## src/rtl/drm_pkg.sv

```systemverilog
// Package for the debug register/memory read command block.
// Assumes every user of it names items as drm_pkg::name, with no import.
package drm_pkg;

    // ------------------------------------------------------------
    // command bytes
    // ------------------------------------------------------------
    // core register read is this upper nibble plus the register number
    localparam logic [3:0] CORE_CMD_HI   = 4'h6;
    localparam logic [7:0] CMD_MEM_BYTE  = 8'h30;
    localparam logic [7:0] CMD_MEM_HALF  = 8'h34;
    localparam logic [7:0] CMD_MEM_WORD  = 8'h38;

    // ------------------------------------------------------------
    // field layout and counts
    // ------------------------------------------------------------
    localparam int         CRN_W         = 4;
    localparam int         ADDR_W        = 24;
    localparam int         DATA_W        = 32;
    localparam logic [1:0] ADDR_LAST_IDX = 2'h2;
    localparam logic [2:0] BYTES_ONE     = 3'h1;
    localparam logic [2:0] BYTES_TWO     = 3'h2;
    localparam logic [2:0] BYTES_FOUR    = 3'h4;

    // ------------------------------------------------------------
    // reset values
    // ------------------------------------------------------------
    localparam logic [23:0] ADDR_RST     = 24'h00_0000;
    localparam logic [31:0] DATA_RST     = 32'h0000_0000;
    localparam logic [3:0]  CRN_RST      = 4'h0;

    typedef enum logic [1:0] {
        SZ_BYTE,
        SZ_HALF,
        SZ_WORD
    } drm_size_e;

endpackage : drm_pkg

```

## src/rtl/drm_tx_if.sv

```systemverilog
// Carrier between the command controller and its byte sender.
// Assumes both ends share one clock; load is a one-cycle strobe.
`timescale 1ns/100ps
interface drm_tx_if;
    logic        load;
    logic [31:0] word;
    logic [2:0]  nbytes;
    logic        busy;

    modport ctrl (output load, output word, output nbytes, input busy);
    modport send (input load, input word, input nbytes, output busy);
endinterface : drm_tx_if

```

## src/rtl/drm_byte_tx.sv

```systemverilog
// Byte sender: returns one, two or four bytes of a word, most significant first.
// Assumes load only arrives while busy is low and the sink holds ready per byte.
`timescale 1ns/100ps
module drm_byte_tx (
    // clock and reset
    input  wire logic       clk_i,
    input  wire logic       rst_i,
    // controller side
    drm_tx_if.send          tx,
    // byte stream to the link layer
    output logic [7:0]      tx_data_o,
    output logic            tx_valid_o,
    input  wire logic       tx_ready_i
);

    logic [31:0] shift_q;
    logic [31:0] shift_d;
    logic [2:0]  count_q;
    logic [2:0]  count_d;
    logic [31:0] aligned;
    logic        take;

    // ------------------------------------------------------------
    // alignment: first byte always sits in the top lane
    // ------------------------------------------------------------
    assign aligned = (tx.nbytes == drm_pkg::BYTES_ONE) ? {tx.word[7:0], 24'h00_0000} :
                     (tx.nbytes == drm_pkg::BYTES_TWO) ? {tx.word[15:0], 16'h0000} :
                     tx.word;
    assign take    = tx_valid_o && tx_ready_i;
    assign shift_d = tx.load ? aligned : (take ? {shift_q[23:0], 8'h00} : shift_q);
    assign count_d = tx.load ? tx.nbytes : (take ? count_q - 3'h1 : count_q);

    assign tx_valid_o = (count_q != 3'h0);
    assign tx_data_o  = shift_q[31:24];
    assign tx.busy    = tx_valid_o;

    always_ff @(posedge clk_i or posedge rst_i) begin
        if (rst_i) begin
            shift_q <= drm_pkg::DATA_RST;
            count_q <= 3'h0;
        end else begin
            shift_q <= shift_d;
            count_q <= count_d;
        end
    end

endmodule : drm_byte_tx

```

## src/rtl/drm_read_ctrl.sv

```systemverilog
// Command controller for core register and memory reads on the debug link.
// Assumes a byte-level link layer on SYS_CLK_I; halt and ack enable are local levels.
// Notes on behaviour
// - core read: 0x60 plus number, four bytes
// - core reads always move 32 bits
// - unimplemented core bytes read as zero
// - acknowledge pulse precedes data when enabled
// - core read outside halt: flag, no access
// - memory read: size command, 24-bit address
`timescale 1ns/100ps
module drm_read_ctrl (
    // clock and reset
    input  wire logic        SYS_CLK_I,
    input  wire logic        SYS_RST_I,
    // command bytes from host
    input  wire logic [7:0]  RX_DATA_I,
    input  wire logic        RX_VALID_I,
    output logic             RX_READY_O,
    // data bytes to host
    output logic [7:0]       TX_DATA_O,
    output logic             TX_VALID_O,
    input  wire logic        TX_READY_I,
    // acknowledge
    input  wire logic        ACK_EN_I,
    output logic             ACK_PULSE_O,
    // debug state
    input  wire logic        HALTED_I,
    output logic             ILLEGAL_CMD_O,
    input  wire logic        ILLEGAL_CLR_I,
    // core register port
    output logic             CREG_REQ_O,
    output logic [3:0]       CREG_NUM_O,
    input  wire logic        CREG_ACK_I,
    input  wire logic [31:0] CREG_DATA_I,
    input  wire logic [2:0]  CREG_BYTES_I,
    // memory port
    output logic             MEM_REQ_O,
    output logic [23:0]      MEM_ADDR_O,
    output logic [1:0]       MEM_SIZE_O,
    input  wire logic        MEM_ACK_I,
    input  wire logic [31:0] MEM_DATA_I
);

    typedef enum logic [2:0] {
        ST_IDLE,
        ST_ADDR,
        ST_CORE,
        ST_MEM,
        ST_ACK,
        ST_LOAD,
        ST_SEND
    } drm_state_e;

    drm_state_e          state_q;
    drm_state_e          state_d;
    logic [3:0]          crn_q;
    logic [23:0]         addr_q;
    logic [1:0]          addr_cnt_q;
    drm_pkg::drm_size_e  size_q;
    logic [31:0]         data_q;
    logic [2:0]          nbytes_q;
    logic                illegal_q;

    drm_tx_if tx ();

    // ------------------------------------------------------------
    // command decode
    // ------------------------------------------------------------
    logic                rx_take;
    logic                is_core;
    logic                is_mem;
    logic                core_ok;
    logic                core_bad;
    logic                creg_done;
    logic                mem_done;
    logic                addr_done;
    drm_pkg::drm_size_e  cmd_size;
    logic [31:0]         creg_masked;
    logic [31:0]         mem_masked;
    logic [2:0]          mem_bytes;
    logic [7:0]          first_byte;

    assign rx_take   = RX_VALID_I && RX_READY_O;
    assign is_core   = (RX_DATA_I[7:4] == drm_pkg::CORE_CMD_HI);
    assign is_mem    = (RX_DATA_I == drm_pkg::CMD_MEM_BYTE) ||
                       (RX_DATA_I == drm_pkg::CMD_MEM_HALF) ||
                       (RX_DATA_I == drm_pkg::CMD_MEM_WORD);
    assign cmd_size  = (RX_DATA_I == drm_pkg::CMD_MEM_BYTE) ? drm_pkg::SZ_BYTE :
                       (RX_DATA_I == drm_pkg::CMD_MEM_HALF) ? drm_pkg::SZ_HALF :
                       drm_pkg::SZ_WORD;
    assign core_ok   = (state_q == ST_IDLE) && rx_take && is_core && HALTED_I;
    assign core_bad  = (state_q == ST_IDLE) && rx_take && is_core && !HALTED_I;
    assign addr_done = (state_q == ST_ADDR) && rx_take && (addr_cnt_q == drm_pkg::ADDR_LAST_IDX);
    assign creg_done = (state_q == ST_CORE) && CREG_ACK_I;
    assign mem_done  = (state_q == ST_MEM) && MEM_ACK_I;

    for (genvar b = 0; b < 4; b++) begin : g_lane
        assign creg_masked[b*8 +: 8] = (3'(b) < CREG_BYTES_I) ? CREG_DATA_I[b*8 +: 8] : 8'h00;
    end

    assign mem_bytes  = (size_q == drm_pkg::SZ_BYTE) ? drm_pkg::BYTES_ONE :
                        (size_q == drm_pkg::SZ_HALF) ? drm_pkg::BYTES_TWO :
                        drm_pkg::BYTES_FOUR;
    assign mem_masked = (size_q == drm_pkg::SZ_BYTE) ? {24'h00_0000, MEM_DATA_I[7:0]} :
                        (size_q == drm_pkg::SZ_HALF) ? {16'h0000, MEM_DATA_I[15:0]} :
                        MEM_DATA_I;
    assign first_byte = (nbytes_q == drm_pkg::BYTES_ONE) ? data_q[7:0] :
                        (nbytes_q == drm_pkg::BYTES_TWO) ? data_q[15:8] : data_q[31:24];

    // ------------------------------------------------------------
    // outputs
    // ------------------------------------------------------------
    // commands arriving during a transfer are not taken
    assign RX_READY_O    = (state_q == ST_IDLE) || (state_q == ST_ADDR);
    assign CREG_REQ_O    = (state_q == ST_CORE);
    assign CREG_NUM_O    = crn_q;
    assign MEM_REQ_O     = (state_q == ST_MEM);
    assign MEM_ADDR_O    = addr_q;
    assign MEM_SIZE_O    = size_q;
    // pulse sits between access and data
    assign ACK_PULSE_O   = (state_q == ST_ACK);
    assign ILLEGAL_CMD_O = illegal_q;
    assign tx.load       = (state_q == ST_LOAD);
    assign tx.word       = data_q;
    assign tx.nbytes     = nbytes_q;

    // ------------------------------------------------------------
    // sequencing
    // ------------------------------------------------------------
    always_comb begin
        state_d = state_q;
        case (state_q)
            ST_IDLE: begin
                if (core_ok) begin
                    state_d = ST_CORE;
                end else if (rx_take && is_mem) begin
                    state_d = ST_ADDR;
                end
            end
            ST_ADDR: begin
                if (addr_done) begin
                    state_d = ST_MEM;
                end
            end
            ST_CORE: begin
                if (CREG_ACK_I) begin
                    state_d = ACK_EN_I ? ST_ACK : ST_LOAD;
                end
            end
            ST_MEM: begin
                if (MEM_ACK_I) begin
                    state_d = ACK_EN_I ? ST_ACK : ST_LOAD;
                end
            end
            ST_ACK:  state_d = ST_LOAD;
            ST_LOAD: state_d = ST_SEND;
            ST_SEND: begin
                if (!tx.busy) begin
                    state_d = ST_IDLE;
                end
            end
            default: state_d = ST_IDLE;
        endcase
    end

    always_ff @(posedge SYS_CLK_I or posedge SYS_RST_I) begin
        if (SYS_RST_I) begin
            state_q <= ST_IDLE;
        end else begin
            state_q <= state_d;
        end
    end

    always_ff @(posedge SYS_CLK_I or posedge SYS_RST_I) begin
        if (SYS_RST_I) begin
            crn_q <= drm_pkg::CRN_RST;
        end else if (core_ok) begin
            crn_q <= RX_DATA_I[3:0];
        end
    end

    always_ff @(posedge SYS_CLK_I or posedge SYS_RST_I) begin
        if (SYS_RST_I) begin
            addr_q     <= drm_pkg::ADDR_RST;
            addr_cnt_q <= 2'h0;
            size_q     <= drm_pkg::SZ_BYTE;
        end else if ((state_q == ST_IDLE) && rx_take && is_mem) begin
            addr_cnt_q <= 2'h0;
            size_q     <= cmd_size;
        end else if ((state_q == ST_ADDR) && rx_take) begin
            addr_q     <= {addr_q[15:0], RX_DATA_I};
            addr_cnt_q <= addr_cnt_q + 2'h1;
        end
    end

    // core result is always four bytes
    always_ff @(posedge SYS_CLK_I or posedge SYS_RST_I) begin
        if (SYS_RST_I) begin
            data_q   <= drm_pkg::DATA_RST;
            nbytes_q <= drm_pkg::BYTES_FOUR;
        end else if (creg_done) begin
            data_q   <= creg_masked;
            nbytes_q <= drm_pkg::BYTES_FOUR;
        end else if (mem_done) begin
            data_q   <= mem_masked;
            nbytes_q <= mem_bytes;
        end
    end

    // sticky flag, a new event beats the clear
    always_ff @(posedge SYS_CLK_I or posedge SYS_RST_I) begin
        if (SYS_RST_I) begin
            illegal_q <= 1'b0;
        end else if (core_bad) begin
            illegal_q <= 1'b1;
        end else if (ILLEGAL_CLR_I) begin
            illegal_q <= 1'b0;
        end
    end

    // ------------------------------------------------------------
    // byte sender
    // ------------------------------------------------------------
    drm_byte_tx u_byte_tx (
        .clk_i      (SYS_CLK_I),
        .rst_i      (SYS_RST_I),
        .tx         (tx.send),
        .tx_data_o  (TX_DATA_O),
        .tx_valid_o (TX_VALID_O),
        .tx_ready_i (TX_READY_I)
    );
endmodule : drm_read_ctrl

```

## config.mk

```make
export PLATFORM = sky130hd
export DESIGN_NAME = drm_read_ctrl
export DESIGN_NICKNAME = d
export VERILOG_FILES = /design/src/rtl/drm_pkg.sv /design/src/rtl/drm_tx_if.sv /design/src/rtl/drm_byte_tx.sv /design/src/rtl/drm_read_ctrl.sv
export SDC_FILE = /design/constraint.sdc
export NUM_CORES = 1
export LEC_CHECK = 0
export BUFFER_PORTS_ARGS = -buffer_cell sky130_fd_sc_hd__buf_2
export CAP_MARGIN = 20
export CORE_MARGIN = 2
export CORE_UTILIZATION = 57
export DETAILED_ROUTE_END_ITERATION = 10
export PLACE_DENSITY_LB_ADDON = 0.12
export SYNTH_ARGS = -nofsm -noshare
export SYNTH_HDL_FRONTEND = slang
export SYNTH_SLANG_ARGS = --single-unit
```

## constraint.sdc

```tcl
create_clock -name SYS_CLK_I -period 8.15 [get_ports SYS_CLK_I]
set_input_delay 1.63 -clock SYS_CLK_I [delete_from_list [all_inputs] [get_ports SYS_CLK_I]]
set_output_delay 1.63 -clock SYS_CLK_I [all_outputs]
set_load 0.01 [all_outputs]
```

==> results.toml <==
[logic_synthesis]
postSynth.asyncResetShare_pct = 100
synthDominantCellAreaShare_pct = 52.1
synth_seq_cells = 106
post_synth_instance_area_sq_mm = 0.00505
yosys_most_used_dff = "dfrtp_1"
synthCells = 507
yosys.area_share.xor_xnor_pct = 0.347
synth.area.top_cells = "dfrtp_1 52%, nand2_1 7.7%, mux2i_1 6.5%"
ys_types = 50
synth_top_area_cell = "dfrtp_1"
synth-compound-area-share_pct = 14.8
synth_top_family_by_area = "simple AND/OR/NAND/NOR gates"
synth.cells.most_frequent = "105 x dfrtp_1, 104 x nand2_1, 67 x nor2_1"
synth_area_per_cell_sq_um = 9.96
yosysWarningCount = 0
number_of_synthesized_flops_with_an_enable_pin = 0
seq_area_frac_synth_pct = 52.6
muxShareOfSynthArea_pct = 8.18
synthesis.nets = 597
yosys.area_share.adder_pct = 1.49
post_synth_and_or_nand_nor_area_fraction_pct = 18.2
yosysMostFrequentCell = "dfrtp_1"

[final_layout]
areaGrowthSynthToFinish_pct = 16.5
final_layout_size_suffix_gt1_share_pct = 27.0
n_antenna_cell = 0
num-nets-final = 704
final_cell_count_no_fill = 727

[cts]
max-clock-path-buffers = 2
cts_max_level = 3
cts-resized-gates = 0
tritoncts = "built"
cts_hold_buffers = 0
worst_skew_pair.late_latency_ns = 0.37
cts_setup_buffers = 0
clock_tree.root_cell = "clkbuf_8"
cts_clock_pin_slew_for_the_worst_setup_and_hold_paths_ns = 0.10
numCtsBuffers = 9
cts.sink_count = 106

[job]
max_cap_viol_count = 0

[placement]
finalWeightedCongestion = 0.924
port-buffer-count = 127
hpwlAfterDp_mm = 9.12
placed_cells = 709

[floorplanning]
fp.coreArea_sq_mm = 0.00864
die_extent_in_y_microns = 98.1
die_area_sq_mm = 0.00962
boundaryPins = 128
placement_rows = 34
initial_core_utilization_pct = 58.4
dieWidth_microns = 98.1

[timing]
fin_worst_skew_ns = 0.0183
finalHoldViolations = 0
maxSlewViolCount = 0
final_cycle_utilization_of_the_critical_path_pct = 40.6
post_route_setup_tns_ns = 0
timing.final.crit_period_ns = 3.31
tightest_slew_ns = 0.931
unrepaired_setup_endpoints_after_global_routing = "no"
achievable-frequency_mhz = 302
relSlewSlack_pct = 37.5
finalSetupViolCount = 0

[worst_setup_path]
worst_setup_path_startpoint = "state_q[2]$_DFFE_PP0P_"
worst_setup_path_start_kind = "flop"
worstSetupEndpointType = "primary output"
crit_fanout = 16
critical_path.reg2reg.startpoint = "state_q[2]$_DFFE_PP0P_"
cp.required_ns = 6.52
critPathArrivalTime_ns = 1.68
critPathKind = "flop to primary output"

[route]
wirelength_met1_mm = 5.81
dr_wl_met2_mm = 5.64
avgViaCountPerCell = 5.78
num_vias = 4199
drt.antenna.violating_nets = 0
maxUsedRoutingLayer = "met4"
detail_route.iter0.violations = 266
drc = 0
met3_wl_microns = 880
routed_wire_length_per_instance_microns = 17.2
drt_first_pass_iters = 5
finalWirelength_mm = 12.5

[worst_hold_path]
min_delay_worst_type = "flop to flop"
startpoint_of_the_most_critical_hold_path = "MEM_ADDR_O[17]$_DFFE_PP0P_"

[global_route]
gr-usage-all-layers_pct = 26.9
antenna_found_initial = 0
first_global_vias = 4006
sum_of_overflow_across_all_layers_after_global_routing = 0
grt_pass1_wl_mm = 20.6
grt_start_max_net_pins = 65

[pwr]
peakVddDrop_v = 0.000172
cellPowerDensity_mw_per_mm2 = 353
static-leakage-power_nw = 2.96

[run_status]
status = "completed"
cells in the final DEF, fill, tap and decap left out, drive strengths merged, types with 2 or more instances in the layout:
cell / netlist / layout
nor3: 5 / 5
o21ai: 15 / 15
a21oi: 2 / 2
and2: 3 / 3
a22o: 9 / 9
o22ai: 9 / 9
nor2: 67 / 67
a22oi: 8 / 8
nand2: 104 / 104
clkinv: 0 / 2
nor2b: 2 / 2
dfrtp: 105 / 105
mux2: 7 / 7
nand3: 5 / 5
nand2b: 4 / 4
a211oi: 8 / 8
inv: 9 / 12
nand3b: 2 / 2
a221oi: 24 / 24
o21bai: 9 / 9
mux2i: 33 / 33
and3: 2 / 2
ha: 6 / 6
clkbuf: 21 / 11
a2bb2oi: 9 / 9
nor3b: 2 / 2
buf: 16 / 133
or3b: 2 / 2
path summary, 6_finish.rpt:
path / cells after the start / slack [ns] / endpoint
min in group asynchronous: 2 / 1.30 / u_byte_tx.shift_q[26]$_DFFE_PP0P_
max in group asynchronous: 3 / 5.66 / MEM_ADDR_O[21]$_DFFE_PP0P_
min: 2 / 0.48 / MEM_ADDR_O[17]$_DFFE_PP0P_
max: 3 / 4.84 / RX_READY_O
min reg2reg: 2 / 0.48 / MEM_ADDR_O[17]$_DFFE_PP0P_
max reg2reg: 5 / 5.64 / CREG_NUM_O[0]$_DFFE_PP0P_
cells by family (layout without fill, tap and decap cells):
logic type	Yosys count	count (layout)
AND/OR/NAND/NOR	208	208
flip-flops	106	106
AO/OA/AOI/OAI	99	99
buffers and inverters	46	158
multiplexers	40	40
adder cells (fa/ha/maj)	6	6
XOR/XNOR	2	2
worst max-delay path, stage by stage, from the launching register on:
cell and delay (ns):
dfrtp_1 0.69, inv_1 0.22, ha_1 0.27, buf_2 0.14
routing by layer:
layer / GRT usage [%] / up-vias
met3: 4.15 / 13
met2: 38.6 / 170
li1: - / 1994
met5: 0 / -
met4: 8.01 / 0
met1: 42.4 / 2022
power breakdown:
part	switching (mW)	internal, mW	leakage (nW)
clock network	0.188	0.124	0.0949
registers	0.192	0.758	1.34
logic	0.451	0.359	1.53
area by class of cell:
class                      count  area (sq um)
clock buffer                  11           141
sequential                   106          2650
multi-input combinational    355          2180
timing repair buffer         133           688
clock inverter                 5          43.8
inverter                       9          36.3
fill                         686          2760
tap                          108           135
state kept, by name (all words and copies together), names as in the netlist:
| name | flops |
|---|---|
| state_q | 3 |
| CREG_NUM_O | 4 |
| ILLEGAL_CMD_O | 1 |
| MEM_SIZE_O | 2 |
| nbytes_q | 3 |
| u_byte_tx.shift_q | 32 |
| MEM_ADDR_O | 24 |
| u_byte_tx.count_q | 3 |
| data_q | 32 |
| addr_cnt_q | 2 |
per-stage QoR:
stage	power (mW)	cell area, sq um	hold WS, ns	utilization [%]	worst slack, ns
CTS	2.07	5860	0.484	67.8	4.89
global route	2.23	5880	0.490	68.1	4.78
global placement	1.72	5670	0.454	65.7	4.93
finish	2.07	5880	0.478	68.1	4.84
detailed placement	1.76	5670	0.462	65.7	4.84
floorplan	1.51	5050	0.461	-	3.73
Power figures use the tool's default switching activity.
